## src/core/sio_defines.vh

```
`ifndef SIO_DEFINES_VH
`define SIO_DEFINES_VH

// Register byte offsets
`define SIO_A_CTRL   8'h00
`define SIO_A_OFFDLY 8'h04
`define SIO_A_POL    8'h08
`define SIO_A_DEB    8'h0c
`define SIO_A_TRQ12  8'h10
`define SIO_A_TRQ34  8'h14
`define SIO_A_SPDLIM 8'h18
`define SIO_A_MBCFG  8'h1c
`define SIO_A_DOUT   8'h20
`define SIO_A_STAT   8'h24
`define SIO_A_PCNT   8'h28
`define SIO_A_IRQST  8'h2c
`define SIO_A_IRQMSK 8'h30
`define SIO_A_RXDAT  8'h34

// Control register fields
`define SIO_C_FORCE   0
`define SIO_C_EDGE    1
`define SIO_C_ENC     2
`define SIO_C_ERRSTOP 3
`define SIO_C_TSRC    4
`define SIO_C_SRST    6
`define SIO_C_ACLR    7
`define SIO_C_MODE    9:8
`define SIO_MODE_TRQ  2'h2

// Serial configuration fields
`define SIO_M_ID   7:0
`define SIO_M_BAUD 18:8
`define SIO_M_FMT  21:20
`define SIO_FMT_N2 2'h0
`define SIO_FMT_O1 2'h2

// Interrupt status bits
`define SIO_I_COMERR 0
`define SIO_I_RXBYTE 1
`define SIO_I_CUTOFF 2
`define SIO_I_DICHG  3

// Reset values
`define SIO_RST_DLY  15'h0000
`define SIO_RST_POL  4'h0
`define SIO_RST_DEB  10'h002
`define SIO_RST_SPD  13'h0bb8
`define SIO_RST_ID   8'h01
`define SIO_RST_BAUD 11'h060
`define SIO_SPD_MAX  13'h1388

// Timing
`define SIO_CLK_NS    50
`define SIO_CLK_HZ    20000000
`define SIO_STEP_NS   100000
`define SIO_STEP_CYC  ((`SIO_STEP_NS + `SIO_CLK_NS - 1) / `SIO_CLK_NS)
`define SIO_BAUD_UNIT 100
`define SIO_OVS       16
`define SIO_GAP_OVS   (35 * 11 * `SIO_OVS / 10)

`endif

```

## src/core/sio_debounce.v

```verilog
module sio_debounce (
  input  wire       clk_in,   // System clock
  input  wire       nrst_in,  // Async reset, active low
  input  wire       clr_in,   // Soft restart
  input  wire       step_in,  // 0.1 ms step pulse
  input  wire [9:0] time_in,  // Stable time in steps
  input  wire       raw_in,   // Synchronised terminal level
  output reg        level_out // Accepted level
);

  reg  [9:0] cnt_q;
  wire [9:0] cnt_nx = cnt_q + 10'h001;

  // Needs time_in whole steps of stability, so one extra step edge
  always @(posedge clk_in or negedge nrst_in) begin
    if (!nrst_in) begin
      cnt_q     <= 10'h000;
      level_out <= 1'b0;
    end else if (clr_in) begin
      cnt_q     <= 10'h000;
      level_out <= 1'b0;
    end else if (raw_in == level_out) begin
      cnt_q <= 10'h000;
    end else if (step_in) begin
      if (cnt_nx > time_in) begin
        level_out <= raw_in;
        cnt_q     <= 10'h000;
      end else begin
        cnt_q <= cnt_nx;
      end
    end
  end

endmodule

```

## src/core/sio_param_logic.v

```verilog
// Our own choices: the placing of the registers and the AHB-Lite slave port.
`include "sio_defines.vh"

module sio_param_logic (
  input  wire        clk_in,                // 20 MHz system clock
  input  wire        nrst_in,               // Async reset, active low
  input  wire        hsel_in,               // AHB slave select
  input  wire [31:0] haddr_in,              // AHB address
  input  wire [1:0]  htrans_in,             // AHB transfer type
  input  wire        hwrite_in,             // AHB write
  input  wire [2:0]  hsize_in,              // AHB size, word only
  input  wire [31:0] hwdata_in,             // AHB write data
  input  wire        hready_in,             // AHB bus ready
  output wire        hreadyout_out,         // AHB slave ready
  output wire        hresp_out,             // AHB response, OKAY
  output wire [31:0] hrdata_out,            // AHB read data
  input  wire        input_terminal_one_in,   // Servo-on terminal
  input  wire        input_terminal_two_in,   // Torque select low
  input  wire        input_terminal_three_in, // Torque select high
  input  wire        input_terminal_four_in,  // General terminal
  input  wire        pulse_in,              // Command pulse pin
  input  wire        rx_in,                 // Serial receive pin
  input  wire        enc_a_in,              // Encoder A
  input  wire        enc_b_in,              // Encoder B
  input  wire        enc_z_in,              // Encoder Z
  input  wire        enc_u_in,              // Encoder U
  input  wire        enc_v_in,              // Encoder V
  input  wire        enc_w_in,              // Encoder W
  input  wire [12:0] motor_speed_in,        // Measured speed, rpm
  output reg         output_terminal_one_out,   // Output terminal one
  output reg         output_terminal_two_out,   // Output terminal two
  output reg         output_terminal_three_out, // Output terminal three
  output reg         output_terminal_four_out,  // Output terminal four
  output reg         servo_enable_out,      // Servo enabled
  output reg         current_on_out,        // Motor current allowed
  output reg         alarm_out,             // Latched alarm
  output reg  [15:0] torque_cmd_out,        // Selected torque command
  output reg  [12:0] speed_limit_out,       // Active speed limit
  output reg         overspeed_out,         // Speed above limit, torque mode only
  output reg  [2:0]  enc_abz_out,           // Synchronised A,B,Z
  output reg  [2:0]  enc_uvw_out,           // Commutation U,V,W
  output reg         enc_uvw_valid_out,     // Commutation in use
  output reg         irq_out                // Interrupt, active high
);

  localparam integer STEP_I = `SIO_STEP_CYC - 1;
  localparam [10:0]  STEP_LAST = STEP_I[10:0];
  localparam integer MUL_I = `SIO_BAUD_UNIT * `SIO_OVS;
  localparam [24:0]  OVS_MUL = MUL_I[24:0];
  localparam integer CLK_I = `SIO_CLK_HZ;
  localparam [24:0]  CLK_W = CLK_I[24:0];
  localparam integer GAP_I = `SIO_GAP_OVS;
  localparam [9:0]   GAP_LAST = GAP_I[9:0];

  localparam [4:0] RX_IDLE  = 5'h01;
  localparam [4:0] RX_START = 5'h02;
  localparam [4:0] RX_DATA  = 5'h04;
  localparam [4:0] RX_PAR   = 5'h08;
  localparam [4:0] RX_STOP  = 5'h10;

  // Bus slave
  reg        wr_q;
  reg        rd_q;
  reg [7:0]  addr_q;
  reg        hready_q;
  reg [31:0] hrdata_q;
  reg [31:0] rd_mux;
  wire       acc_ok = hsel_in & htrans_in[1] & hready_in;

  assign hreadyout_out = hready_q;
  assign hresp_out     = 1'b0;
  assign hrdata_out    = hrdata_q;

  // Parameters held by software
  reg [9:0]  ctrl_q;
  reg [14:0] dly_q;
  reg [3:0]  ipol_q;
  reg [3:0]  opol_q;
  reg [9:0]  deb_q;
  reg [15:0] trq_q [0:3];
  reg [12:0] spd_q;
  reg [7:0]  id_q;
  reg [10:0] baud_q;
  reg [1:0]  fmt_q;
  reg [3:0]  dout_q;
  reg [3:0]  msk_q;
  reg        srst_q;
  reg        aclr_q;

  // Block state
  reg [11:0] pin_s1_q;
  reg [11:0] pin_s2_q;
  reg        pulse_s3_q;
  reg [10:0] step_cnt_q;
  reg        step_q;
  reg [24:0] acc_q;
  reg        ovs_q;
  reg [31:0] pcnt_q;
  reg [14:0] dly_cnt_q;
  reg [3:0]  di_prev_q;
  reg [3:0]  st_q;
  reg [4:0]  rx_st_q;
  reg [3:0]  ovs_cnt_q;
  reg [2:0]  bit_cnt_q;
  reg [7:0]  shift_q;
  reg        perr_q;
  reg [9:0]  gap_q;
  reg        frame_new_q;
  reg        match_q;
  reg [7:0]  rx_data_q;
  reg        byte_ev_q;
  reg        err_ev_q;
  reg        cut_ev_q;

  wire [3:0] di_deb;
  wire [3:0] di_log = di_deb ^ ipol_q;
  wire       rx_s = pin_s2_q[10];
  wire       trq_mode = (ctrl_q[`SIO_C_MODE] == `SIO_MODE_TRQ);
  wire       en_req = ctrl_q[`SIO_C_FORCE] | di_log[0];
  wire       cut_now = (dly_q == 15'h0000) | (dly_cnt_q > dly_q);
  wire       id_hit = frame_new_q ? (shift_q == id_q) : match_q;
  wire [24:0] acc_sum = acc_q + ({14'h0000, baud_q} * OVS_MUL);
  wire       pedge = ctrl_q[`SIO_C_EDGE] ? (pulse_s3_q & ~pin_s2_q[11])
                                         : (~pulse_s3_q & pin_s2_q[11]);
  wire [3:0] w1c = (wr_q && addr_q == `SIO_A_IRQST) ? hwdata_in[3:0]
                                                    : 4'h0;
  wire [3:0] ev = {di_log != di_prev_q, cut_ev_q, byte_ev_q, err_ev_q};
  wire [3:0] st_d = (st_q & ~w1c) | ev;
  wire       alarm_d = (err_ev_q & ctrl_q[`SIO_C_ERRSTOP])
                       | (alarm_out & ~aclr_q);

  always @(posedge clk_in or negedge nrst_in) begin
    if (!nrst_in) begin
      wr_q     <= 1'b0;
      rd_q     <= 1'b0;
      addr_q   <= 8'h00;
      hready_q <= 1'b1;
      hrdata_q <= 32'h0000_0000;
    end else begin
      wr_q <= 1'b0;
      if (rd_q) begin
        rd_q     <= 1'b0;
        hrdata_q <= rd_mux;
        hready_q <= 1'b1;
      end else if (acc_ok) begin
        addr_q   <= haddr_in[7:0];
        wr_q     <= hwrite_in;
        rd_q     <= ~hwrite_in;
        hready_q <= hwrite_in;
      end
    end
  end

  always @* begin
    case (addr_q)
      `SIO_A_CTRL:   rd_mux = {22'h0, ctrl_q[9:8], 2'h0, ctrl_q[5:0]};
      `SIO_A_OFFDLY: rd_mux = {17'h0, dly_q};
      `SIO_A_POL:    rd_mux = {24'h0, opol_q, ipol_q};
      `SIO_A_DEB:    rd_mux = {22'h0, deb_q};
      `SIO_A_TRQ12:  rd_mux = {trq_q[1], trq_q[0]};
      `SIO_A_TRQ34:  rd_mux = {trq_q[3], trq_q[2]};
      `SIO_A_SPDLIM: rd_mux = {19'h0, spd_q};
      `SIO_A_MBCFG:  rd_mux = {10'h0, fmt_q, 1'b0, baud_q, id_q};
      `SIO_A_DOUT:   rd_mux = {28'h0, dout_q};
      `SIO_A_STAT:   rd_mux = {23'h0, match_q, overspeed_out, alarm_out,
                               current_on_out, servo_enable_out, di_log};
      `SIO_A_PCNT:   rd_mux = pcnt_q;
      `SIO_A_IRQST:  rd_mux = {28'h0, st_q};
      `SIO_A_IRQMSK: rd_mux = {28'h0, msk_q};
      `SIO_A_RXDAT:  rd_mux = {24'h0, rx_data_q};
      default:       rd_mux = 32'h0000_0000;
    endcase
  end

  // Register writes land in the data phase
  always @(posedge clk_in or negedge nrst_in) begin
    if (!nrst_in) begin
      ctrl_q   <= 10'h000;
      dly_q    <= `SIO_RST_DLY;
      ipol_q   <= `SIO_RST_POL;
      opol_q   <= `SIO_RST_POL;
      deb_q    <= `SIO_RST_DEB;
      trq_q[0] <= 16'h0000;
      trq_q[1] <= 16'h0000;
      trq_q[2] <= 16'h0000;
      trq_q[3] <= 16'h0000;
      spd_q    <= `SIO_RST_SPD;
      id_q     <= `SIO_RST_ID;
      baud_q   <= `SIO_RST_BAUD;
      fmt_q    <= `SIO_FMT_N2;
      dout_q   <= 4'h0;
      msk_q    <= 4'h0;
      srst_q   <= 1'b0;
      aclr_q   <= 1'b0;
    end else begin
      srst_q <= 1'b0;
      aclr_q <= 1'b0;
      if (wr_q) begin
        case (addr_q)
          `SIO_A_CTRL: begin
            ctrl_q <= {hwdata_in[9:8], 2'h0, hwdata_in[5:0]};
            srst_q <= hwdata_in[`SIO_C_SRST];
            aclr_q <= hwdata_in[`SIO_C_ACLR];
          end
          `SIO_A_OFFDLY: dly_q <= hwdata_in[14:0];
          `SIO_A_POL: begin
            ipol_q <= hwdata_in[3:0];
            opol_q <= hwdata_in[7:4];
          end
          `SIO_A_DEB:    deb_q <= hwdata_in[9:0];
          `SIO_A_TRQ12: begin
            trq_q[0] <= hwdata_in[15:0];
            trq_q[1] <= hwdata_in[31:16];
          end
          `SIO_A_TRQ34: begin
            trq_q[2] <= hwdata_in[15:0];
            trq_q[3] <= hwdata_in[31:16];
          end
          `SIO_A_SPDLIM: spd_q <= hwdata_in[12:0];
          `SIO_A_MBCFG: begin
            id_q   <= hwdata_in[`SIO_M_ID];
            baud_q <= hwdata_in[`SIO_M_BAUD];
            fmt_q  <= hwdata_in[`SIO_M_FMT];
          end
          `SIO_A_DOUT:   dout_q <= hwdata_in[3:0];
          `SIO_A_IRQMSK: msk_q <= hwdata_in[3:0];
          default: ;
        endcase
      end
    end
  end

  // Pin synchronisers, step divider and baud oversampling tick
  always @(posedge clk_in or negedge nrst_in) begin
    if (!nrst_in) begin
      pin_s1_q   <= 12'h400;
      pin_s2_q   <= 12'h400;
      pulse_s3_q <= 1'b0;
      step_cnt_q <= 11'h000;
      step_q     <= 1'b0;
      acc_q      <= 25'h0000000;
      ovs_q      <= 1'b0;
    end else begin
      pin_s1_q   <= {pulse_in, rx_in, input_terminal_four_in,
                     input_terminal_three_in, input_terminal_two_in,
                     input_terminal_one_in, enc_a_in, enc_b_in, enc_z_in,
                     enc_u_in, enc_v_in, enc_w_in};
      pin_s2_q   <= pin_s1_q;
      pulse_s3_q <= pin_s2_q[11];
      step_q     <= (step_cnt_q == STEP_LAST);
      step_cnt_q <= (step_cnt_q == STEP_LAST) ? 11'h000
                                              : step_cnt_q + 11'h001;
      if (acc_sum >= CLK_W) begin
        acc_q <= acc_sum - CLK_W;
        ovs_q <= 1'b1;
      end else begin
        acc_q <= acc_sum;
        ovs_q <= 1'b0;
      end
    end
  end

  genvar gi;
  generate
    for (gi = 0; gi < 4; gi = gi + 1) begin : g_deb
      sio_debounce u_deb (
        .clk_in    (clk_in),
        .nrst_in   (nrst_in),
        .clr_in    (srst_q),
        .step_in   (step_q),
        .time_in   (deb_q),
        .raw_in    (pin_s2_q[6 + gi]),
        .level_out (di_deb[gi])
      );
    end
  endgenerate

  // Servo enable, delayed current cut-off, alarm, pulses, interrupts
  always @(posedge clk_in or negedge nrst_in) begin
    if (!nrst_in) begin
      servo_enable_out <= 1'b0;
      current_on_out   <= 1'b0;
      dly_cnt_q        <= 15'h0000;
      cut_ev_q         <= 1'b0;
      alarm_out        <= 1'b0;
      pcnt_q           <= 32'h0000_0000;
      di_prev_q        <= 4'h0;
      st_q             <= 4'h0;
      irq_out          <= 1'b0;
    end else if (srst_q) begin
      servo_enable_out <= 1'b0;
      current_on_out   <= 1'b0;
      dly_cnt_q        <= 15'h0000;
      cut_ev_q         <= 1'b0;
      alarm_out        <= 1'b0;
      pcnt_q           <= 32'h0000_0000;
      di_prev_q        <= 4'h0;
      st_q             <= 4'h0;
      irq_out          <= 1'b0;
    end else begin
      cut_ev_q         <= 1'b0;
      alarm_out        <= alarm_d;
      servo_enable_out <= en_req & ~alarm_out;
      if (servo_enable_out) begin
        current_on_out <= 1'b1;
        dly_cnt_q      <= 15'h0000;
      end else if (current_on_out) begin
        if (alarm_out | cut_now) begin
          current_on_out <= 1'b0;
          cut_ev_q       <= 1'b1;
        end else if (step_q) begin
          dly_cnt_q <= dly_cnt_q + 15'h0001;
        end
      end
      if (pedge) begin
        pcnt_q <= pcnt_q + 32'h0000_0001;
      end
      di_prev_q <= di_log;
      st_q      <= st_d;
      irq_out   <= |(st_d & msk_q);
    end
  end

  // Serial receiver with frame gap and slave id filter
  always @(posedge clk_in or negedge nrst_in) begin
    if (!nrst_in) begin
      rx_st_q     <= RX_IDLE;
      ovs_cnt_q   <= 4'h0;
      bit_cnt_q   <= 3'h0;
      shift_q     <= 8'h00;
      perr_q      <= 1'b0;
      gap_q       <= 10'h000;
      frame_new_q <= 1'b0;
      match_q     <= 1'b0;
      rx_data_q   <= 8'h00;
      byte_ev_q   <= 1'b0;
      err_ev_q    <= 1'b0;
    end else if (srst_q) begin
      rx_st_q     <= RX_IDLE;
      gap_q       <= 10'h000;
      frame_new_q <= 1'b0;
      match_q     <= 1'b0;
      byte_ev_q   <= 1'b0;
      err_ev_q    <= 1'b0;
    end else begin
      byte_ev_q <= 1'b0;
      err_ev_q  <= 1'b0;
      if (ovs_q) begin
        case (rx_st_q)
          RX_IDLE: begin
            ovs_cnt_q <= 4'h0;
            if (!rx_s) begin
              rx_st_q <= RX_START;
            end else if (gap_q == GAP_LAST) begin
              frame_new_q <= 1'b1;
            end else begin
              gap_q <= gap_q + 10'h001;
            end
          end
          RX_START: begin
            ovs_cnt_q <= ovs_cnt_q + 4'h1;
            if (ovs_cnt_q == 4'h7) begin
              ovs_cnt_q <= 4'h0;
              bit_cnt_q <= 3'h0;
              perr_q    <= 1'b0;
              rx_st_q   <= rx_s ? RX_IDLE : RX_DATA;
            end
          end
          RX_DATA: begin
            ovs_cnt_q <= ovs_cnt_q + 4'h1;
            if (ovs_cnt_q == 4'hf) begin
              shift_q   <= {rx_s, shift_q[7:1]};
              bit_cnt_q <= bit_cnt_q + 3'h1;
              if (bit_cnt_q == 3'h7) begin
                rx_st_q <= (fmt_q == `SIO_FMT_N2) ? RX_STOP : RX_PAR;
              end
            end
          end
          RX_PAR: begin
            ovs_cnt_q <= ovs_cnt_q + 4'h1;
            if (ovs_cnt_q == 4'hf) begin
              perr_q  <= ^{shift_q, rx_s} ^ (fmt_q == `SIO_FMT_O1);
              rx_st_q <= RX_STOP;
            end
          end
          RX_STOP: begin
            ovs_cnt_q <= ovs_cnt_q + 4'h1;
            if (ovs_cnt_q == 4'hf) begin
              rx_st_q     <= RX_IDLE;
              gap_q       <= 10'h000;
              frame_new_q <= 1'b0;
              if (!rx_s | perr_q) begin
                err_ev_q <= 1'b1;
                match_q  <= 1'b0;
              end else begin
                match_q <= id_hit;
                if (id_hit) begin
                  rx_data_q <= shift_q;
                  byte_ev_q <= 1'b1;
                end
              end
            end
          end
          default: rx_st_q <= RX_IDLE;
        endcase
      end
    end
  end

  // Torque select, speed limit, encoder and output terminals
  always @(posedge clk_in or negedge nrst_in) begin
    if (!nrst_in) begin
      torque_cmd_out    <= 16'h0000;
      speed_limit_out   <= `SIO_SPD_MAX;
      overspeed_out     <= 1'b0;
      enc_abz_out       <= 3'h0;
      enc_uvw_out       <= 3'h0;
      enc_uvw_valid_out <= 1'b0;
      output_terminal_one_out   <= 1'b0;
      output_terminal_two_out   <= 1'b0;
      output_terminal_three_out <= 1'b0;
      output_terminal_four_out  <= 1'b0;
    end else begin
      if (trq_mode & ctrl_q[`SIO_C_TSRC]) begin
        torque_cmd_out <= trq_q[{di_log[2], di_log[1]}];
      end else begin
        torque_cmd_out <= 16'h0000;
      end
      speed_limit_out <= trq_mode ? spd_q : `SIO_SPD_MAX;
      overspeed_out   <= trq_mode & (motor_speed_in > spd_q);
      enc_abz_out     <= pin_s2_q[5:3];
      enc_uvw_out     <= ctrl_q[`SIO_C_ENC] ? 3'h0 : pin_s2_q[2:0];
      enc_uvw_valid_out <= ~ctrl_q[`SIO_C_ENC];
      output_terminal_one_out   <= dout_q[0] ^ opol_q[0];
      output_terminal_two_out   <= dout_q[1] ^ opol_q[1];
      output_terminal_three_out <= dout_q[2] ^ opol_q[2];
      output_terminal_four_out  <= dout_q[3] ^ opol_q[3];
    end
  end

endmodule

```

## config.mk

```make
export PLATFORM = sky130hd
export DESIGN_NAME = sio_param_logic
export DESIGN_NICKNAME = d
export VERILOG_FILES = /design/src/core/sio_debounce.v /design/src/core/sio_param_logic.v
export VERILOG_INCLUDE_DIRS = /design/src /design/src/core
export SDC_FILE = /design/constraint.sdc
export NUM_CORES = 1
export LEC_CHECK = 0
export CAP_MARGIN = 20
export CELL_PAD_IN_SITES_DETAIL_PLACEMENT = 0
export CELL_PAD_IN_SITES_GLOBAL_PLACEMENT = 1
export CORE_MARGIN = 5
export CORE_UTILIZATION = 50
export DETAILED_ROUTE_END_ITERATION = 10
export DONT_BUFFER_PORTS = 1
export PLACE_DENSITY = 0.88
export SETUP_SLACK_MARGIN = 0.02
export SYNTH_ARGS = -nofsm -noshare
export SYNTH_HDL_FRONTEND = slang
export SYNTH_SLANG_ARGS = --single-unit
```

## constraint.sdc

```tcl
create_clock -name clk_in -period 15.75 [get_ports clk_in]
set_input_delay 3.9375 -clock clk_in [delete_from_list [all_inputs] [get_ports clk_in]]
set_output_delay 3.9375 -clock clk_in [all_outputs]
set_load 0.01 [all_outputs]
```

==> impl_results.md, run 1 <==
* Critical Path End Type: flop
* Most common cell in the netlist: dfrtp_1
* WS Path Type: flop to flop
* Htree depth at 2
* CP max stage cell: a211oi_2
* Worst Skew at 28.71 ps
* Status: completed
* YS warnings at 0
* Die Span X at 224.8 um
* Post-DR vias/cell at about 6.1
* DRT Pass-1 Iters at 6
* Max-Cap Viols at 0
* EDFF count, synth at 0
* Layout fillers at 3863
* Final wirelength at ~60 mm
* GRT overflow at 0
* Tcrit/Tclk final at 0.4149
* Nets at 2366
* Antenna violations before repair at 2
* Sw Ratio at 0.3341
* Inserted Diodes at 0
* Hold buffers post-CTS at 0
* Initial DRC Count at roughly 1500
* Total chip power at around 3400 uW
* Core Region at 45480 um2
* Clock Power Share at 0.326
* Synth top cells by count: dfrtp_1, nand2_1, mux2_2
* Post-synthesis cell type count at 83
* PortBufs at 0
* Vias post-DR at around 17000
* Syn Std Cell Area at 23080 um2
* Tmin final at 6535 ps
* Worst-path clk slew at 60 ps
* Drt drc at 0
* Hold WC Path Type: flop to flop
* Worst-Margin Slew at 1111 ps
* Logic pwr share at 0.298
* Post_cts resized at 0
* Max-slew headroom at 0.2565
* PD cells at between 100 and 150 nW/um2
* TritonCTS Buffers at 47
* Peak supply drop at 0.1250 mV
* Routed Antenna Nets at 0
* Yosys top cell area share at 0.4521
* Sequential group share of total power at 0.376
* Post-CTS Repair Setup Buffers at 0
* Final hold slack at 323.8 ps
* Final TNS setup at 0 ps
* Hold Violations, Final at 0
* Leak pwr at 0.01161 uW
* Proportion of layout cells with a drive suffix above 1 at 0.1556
* CTS tree: done
* CP cell instances: ha_1 -> ha_1 -> fa_1 -> ha_1 -> a21o_1 -> a21oi_1 -> o21bai_1 -> a21oi_1 -> o21bai_1 -> a21oi_1 -> o21bai_1 -> a21oi_1 -> xnor2_1 -> ha_1 -> a21oi_1 -> nand2_1 -> o211ai_1 -> o2111a_1 -> or4_1 -> a211oi_1 -> a211oi_2 -> o21ai_0 -> xnor2_1
* Yosys reg bits at 437
* First-pass GRT wire length at 95.33 mm
* Pint at between 2000 and 2500 uW
* Fmax at 153.0 MHz
* Worst Path Required at 16230 ps
* Top_reg_cell synth: dfrtp_1
* Sequential fraction of the synthesis area at 0.4749
* Worst-path maximum fanout at 14
* Cell taking the most area after synthesis: dfrtp_1
* Inst Count DP at 2672
* RSZ-0062 raised after global routing: false
* Worst-Skew Late Latency at slightly below 600 ps
* Worst Setup Start Kind: flop
* CTS Root Cell: clkbuf_16
* Top cell by count, worst path: a21oi_1
* Clock buffer depth at 3
* Largest stage delay on the critical path at 870 ps
* Placer Congestion at 0.8936
* Cells after synthesis at 2124
* Sw Pwr at 1152 uW
* Vias in the first global route at between 15000 and 20000
* Die Ht at 224.8 um
* GRT Resource Usage Total at 0.2349
* Post-synthesis net count at between 2000 and 2500
* Row count at 78
* Final Setup Violations at 0
* Routed len/inst at 21.56 um
* Post-DP HPWL at 41.68 mm
* Crit path DAT at 7010 ps
* Asr flop ratio synth at 1.000
* Largest net degree at the start of global routing at 438
* Sinks on Clock Net at ~440
* Synth area leaders: dfrtp_1, mux2_2, ha_1, xor2_1, nand2_1
* Final Max Slew Viols at 0
* Finished Layout Cells at ~2800
* Syn Area/Cell at 10.87 um2
* Initial Util at 0.5075
* Area grow syn2layout at 9.655%
* Total die area at 50560 um2
* Boundary Pins at ~180
==> path summary, 6_finish.rpt <==
kind	from	to	slack (ps)	cells past startpoint
worst max register to register	baud_q[2]$_DFFE_PN0P_	acc_q[20]$_DFF_PN0_	9210	23
worst max-delay path	baud_q[2]$_DFFE_PN0P_	acc_q[20]$_DFF_PN0_	9210	23
max in group asynchronous	nrst_in	g_deb[1].u_deb.cnt_q[6]$_DFFE_PN0P_	11830	0
worst min register to register	pin_s2_q[3]$_DFF_PN0_	enc_abz_out[0]$_DFF_PN0_	320	0
worst min-delay path	pin_s2_q[3]$_DFF_PN0_	enc_abz_out[0]$_DFF_PN0_	320	0
min in group asynchronous	nrst_in	hrdata_out[27]$_DFFE_PN0P_	3050	0
==> registers in the layout (all words and copies together) (netlist names), 11 cells and up <==
name	count
step_cnt_q	11
dly_cnt_q	15
pcnt_q	32
pin_s1_q	12
torque_cmd_out	16
g_deb.u_deb.cnt_q	40
hrdata_out	32
trq_q	64
pin_s2_q	12
speed_limit_out	13
acc_q	19
baud_q	11
dly_q	15
spd_q	13
==> worst max-delay path, delay by kind of cell, from the launching register on <==
family / cells / cell delay, ps
AOI/OAI and AO/OA: 14 / 3330
xor gates and xnor gates: 2 / 370
adders and majority gates: 5 / 1840
DFF: 1 / 500
and+or+nand+nor: 2 / 390
==> cells in the final DEF (no fill, tap or decap), drive strengths merged, types with 19 or more instances in the layout <==
master,netlist,final
a221oi,26,26
nand4,33,33
clkbuf,47,71
inv,109,111
mux2,175,175
ha,136,136
a22oi,38,38
and3,27,27
nand3,63,63
nor2,143,143
o21ai,76,76
nor3,30,30
a21oi,68,68
dfstp,20,20
dfrtp,417,417
buf,22,19
nand2,178,178
nand2b,35,35
xnor2,69,69
a21o,30,30
nor2b,34,34
xor2,84,84
o2bb2ai,25,25
==> kinds of logic (layout without fill, tap and decap cells) <==
kind of cell | Yosys count | in the layout | share of synthesized area
xor gates and xnor gates | 153 | 153 | 0.05839
adders and majority gates | 143 | 143 | 0.07980
muxes | 197 | 197 | 0.1036
other | 1 | 1 | 0.0001625
and+or+nand+nor | 628 | 628 | 0.1344
AOI/OAI and AO/OA | 386 | 386 | 0.1187
buffers and inverters | 179 | 215 | 0.03003
DFF | 437 | 437 | 0.4749
==> layout make-up <==
class                   instances  area (um2)  area share
multi-input cells            1508       11460      0.4528
clock buffers                  70        1373     0.05423
well taps                     600       750.7     0.02966
clock inverters                15       196.4    0.007762
inverters                     110       412.9     0.01631
flip-flops and latches        437       10960      0.4331
repair buffers                 20       155.1    0.006130
==> metal layers <==
| metal | track usage | vias to the layer above | part of all wire |
|---|---|---|---|
| li1 | - | 7629 | - |
| met1 | 0.3221 | 8356 | 0.42 |
| met2 | 0.3732 | 597 | 0.46 |
| met3 | 0.05534 | 126 | 0.081 |
| met4 | 0.07425 | 4 | 0.032 |
| met5 | 0 | - | 0.00037 |
==> per-stage QoR <==
step	utilization	setup WS, ps	cell area (um2)
floorplan	-	10380	23080
global placement	0.5212	9383	23700
CTS	0.5559	9272	25280
global route	0.5565	8779	25310
finish	0.5565	9215	25310
detailed placement	0.5214	9292	23710
==> power groups by stage <==
stage | Clock (uW) | Sequential, uW | Combinational (uW)
5_1_grt | 1200 | 1300 | 1140
2_1_floorplan | 0 | 1280 | 826
4_1_cts | 1150 | 1290 | 1020
3_3_place_gp | 0 | 1310 | 991
3_5_place_dp | 0 | 1310 | 1010
6_report | 1120 | 1300 | 1030
Note: power is estimated with default switching activity, not from simulation.
==> run 2, diff against run 1 <==
clock period = 6.81 ns   (was 15.75 ns; I/O delays follow)
==> run 2 against run 1 <==
Register-to-register slack worse by 8700 ps. Global-route usage up 0.44 points. Sequential power up 130%. Routed wire length up 1.8%. Cell count up 0.11%. Hold slack better by 21 ps. Critical path depth down 1. Clock-buffer cell count down 10. Largest cell class unchanged. Highest routed layer unchanged. Fmax up 4.2%.
==> impl_results.md, run 2 (synthesized netlist as in run 1, its figures left out) <==
* Largest register FFs at 64 (unchanged)
* CTS tree: done (unchanged)
* Fmax at 159.5 MHz (was 153.0 MHz)
* Worst-Skew Late Latency at 620 ps (was 590 ps)
* Clock Power Share at 0.332 (was 0.326)
* Hold endpoint: enc_abz_out[2]$_DFF_PN0_ (was enc_abz_out[0]$_DFF_PN0_)
* Hold buffers post-CTS at 0 (unchanged)
* Sw Pwr at 2759 uW (was 1152 uW)
* Post-DR vias/cell at 6.067 (was 6.055)
* Die Ht at 224.8 um (unchanged)
* Drt drc at 0 (unchanged)
* Sinks on Clock Net at 437 (unchanged)
* PortBufs at 0 (unchanged)
* Row count at 78 (unchanged)
* PD cells at 318.2 nW/um2 (was 136.3 nW/um2)
* Core Region at 45480 um2 (unchanged)
* Critical Path End Type: flop (unchanged)
* Tcrit/Tclk final at 0.9209 (was 0.4149)
* Final Max Slew Viols at 0 (unchanged)
* Worst Path Required at 7290 ps (was 16230 ps)
* Boundary Pins at 178 (unchanged)
* Hold Path Depth at 0 (unchanged)
* Commonest cells after routing, fill and taps aside: dfrtp_1, nand2_1, mux2_2 (unchanged)
* Status: completed (unchanged)
* R2R setup slack at 540 ps (was 9210 ps)
* GRT Resource Usage Total at 0.2394 (was 0.2349)
* Max-slew headroom at 0.1531 (was 0.2565)
* Sequential group share of total power at 0.371 (was 0.376)
* Post-DP HPWL at 42.43 mm (was 41.68 mm)
* Nets at 2367 (was 2366)
* Total die area at 50560 um2 (unchanged)
* Hold WC Path Type: flop to flop (unchanged)
* Worst-path maximum fanout at 14 (unchanged)
* Worst Setup Start Kind: flop (unchanged)
* Final wirelength at 60.60 mm (was 59.50 mm)
* HP Start: pin_s2_q[5]$_DFF_PN0_ (was pin_s2_q[3]$_DFF_PN0_)
* Leak pwr at 0.01165 uW (was 0.01161 uW)
* Multi-input combinational cell area at 11470 um2 (was 11460 um2)
* Vias post-DR at 16760 (was 16710)
* FF-to-FF End: acc_q[20]$_DFF_PN0_ (unchanged)
* Max-Cap Viols at 0 (unchanged)
* Placer Congestion at 0.8998 (was 0.8936)
* Largest net degree at the start of global routing at 438 (unchanged)
* Initial Util at 0.5075 (unchanged)
* Tmin final at 6271 ps (was 6535 ps)
* CTS Root Cell: clkbuf_16 (unchanged)
* Commonest non-fill, non-tap cell in the layout: dfrtp_1 (unchanged)
* Area grow syn2layout at 10.10% (was 9.655%)
* Routed len/inst at 21.93 um (was 21.56 um)
* Antenna violations before repair at 1 (was 2)
* Post-CTS Repair Setup Buffers at 0 (unchanged)
* Clock buffer depth at 3 (unchanged)
* Final TNS setup at 0 ps (unchanged)
* Vias in the first global route at 17180 (was 17020)
* FF+latch area at 10960 um2 (unchanged)
* Routed Antenna Nets at 0 (unchanged)
* Worst Skew at 39.38 ps (was 28.71 ps)
* Hold Violations, Final at 0 (unchanged)
* Worst-Margin Slew at 1270 ps (was 1111 ps)
* TritonCTS Buffers at 48 (was 47)
* R2r startpoint: baud_q[2]$_DFFE_PN0P_ (unchanged)
* Peak supply drop at 0.4003 mV (was 0.1250 mV)
* DRT Pass-1 Iters at 6 (unchanged)
* Pint at 5326 uW (was 2296 uW)
* Proportion of layout cells with a drive suffix above 1 at 0.1590 (was 0.1556)
* Inserted Diodes at 0 (unchanged)
* Reg2reg path depth at 22 (was 23)
* GRT overflow at 0 (unchanged)
* WS Path Type: flop to flop (unchanged)
* Layout fillers at 3862 (was 3863)
* Crit path DAT at 6750 ps (was 7010 ps)
* Regs by FF count: trq_q x64, g_deb.u_deb.cnt_q x40 (unchanged)
* Initial DRC Count at 1571 (was 1505)
* Worst-path clk slew at 60 ps (about the same)
* RSZ-0062 raised after global routing: false (unchanged)
* Final Setup Violations at 0 (unchanged)
* Sw Ratio at 0.3413 (was 0.3341)
* Most flops, register: trq_q (unchanged)
* Logic pwr share at 0.296 (was 0.298)
* First-pass GRT wire length at 96.54 mm (was 95.33 mm)
* Htree depth at 2 (unchanged)
* Final core occ at 0.5587 (was 0.5565)
* Post_cts resized at 0 (unchanged)
* Die Span X at 224.8 um (unchanged)
[run 2: per-stage QoR]
step	total power [uW]	area, um2	hold WS (ps)	instances	setup WS [ps]
floorplan	4870	23080	331.2	2124	1477
global placement	5333	23700	332.3	2671	488.5
detailed placement	5411	23700	334.7	2671	342.3
CTS	8121	25360	347.7	2759	286.5
global route	8556	25410	352.3	2763	157.1
finish	8085	25410	345.2	2763	538.6
[run 2: cell type report]
type / count / share of cell area
clock buffers: 60 / 0.05101
clock inverters: 28 / 0.01408
inverters: 110 / 0.01625
multi-input cells: 1508 / 0.4512
flip-flops and latches: 437 / 0.4314
well taps: 600 / 0.02954
repair buffers: 20 / 0.006500
[run 2: worst max path at each step]
| stage | from | end | slack (ps) | cells past startpoint |
|---|---|---|---|---|
| floorplan | baud_q[2]$_DFFE_PN0P_ | acc_q[13]$_DFF_PN0_ | 1480 | 25 |
| global placement | baud_q[2]$_DFFE_PN0P_ | acc_q[20]$_DFF_PN0_ | 490 | 23 |
| detailed placement | baud_q[2]$_DFFE_PN0P_ | acc_q[20]$_DFF_PN0_ | 340 | 22 |
| CTS | baud_q[2]$_DFFE_PN0P_ | acc_q[20]$_DFF_PN0_ | 290 | 22 |
| global route | baud_q[2]$_DFFE_PN0P_ | acc_q[23]$_DFF_PN0_ | 160 | 22 |
| finish | baud_q[2]$_DFFE_PN0P_ | acc_q[20]$_DFF_PN0_ | 540 | 22 |
[run 2: worst max-delay path, cell delays in order, from the launching register on]
cell       delay [ps]
dfrtp_1           510
ha_1              350
ha_1              310
fa_1              480
ha_1              360
a21oi_1           230
o21bai_1           90
a21oi_1           220
nor2b_1           100
o2111ai_1         230
nand3_1           140
o41a_1            340
xor2_1            150
ha_1              250
nor3_1            170
o21ai_0           140
nand2_1           110
mux2_2            360
a211oi_2          400
a211oi_1          180
a211oi_4          620
o21ai_0           230
xnor2_1           170
[run 2: routing by layer]
metal	share of wire	up-vias	global-route usage
met3	0.076	119	0.05403
met1	0.42	8436	0.3239
met2	0.47	581	0.3848
li1	-	7624	-
met4	0.032	2	0.07955
met5	0.00021	-	0
[run 2: power by group through the flow]
stage	Combinational (uW)	Clock, uW	Sequential (uW)
after floorplan	1910	0	2960
after global placement	2300	0	3030
after detailed placement	2370	0	3040
after CTS	2390	2740	3000
after global routing	2680	2860	3020
final	2400	2690	3000
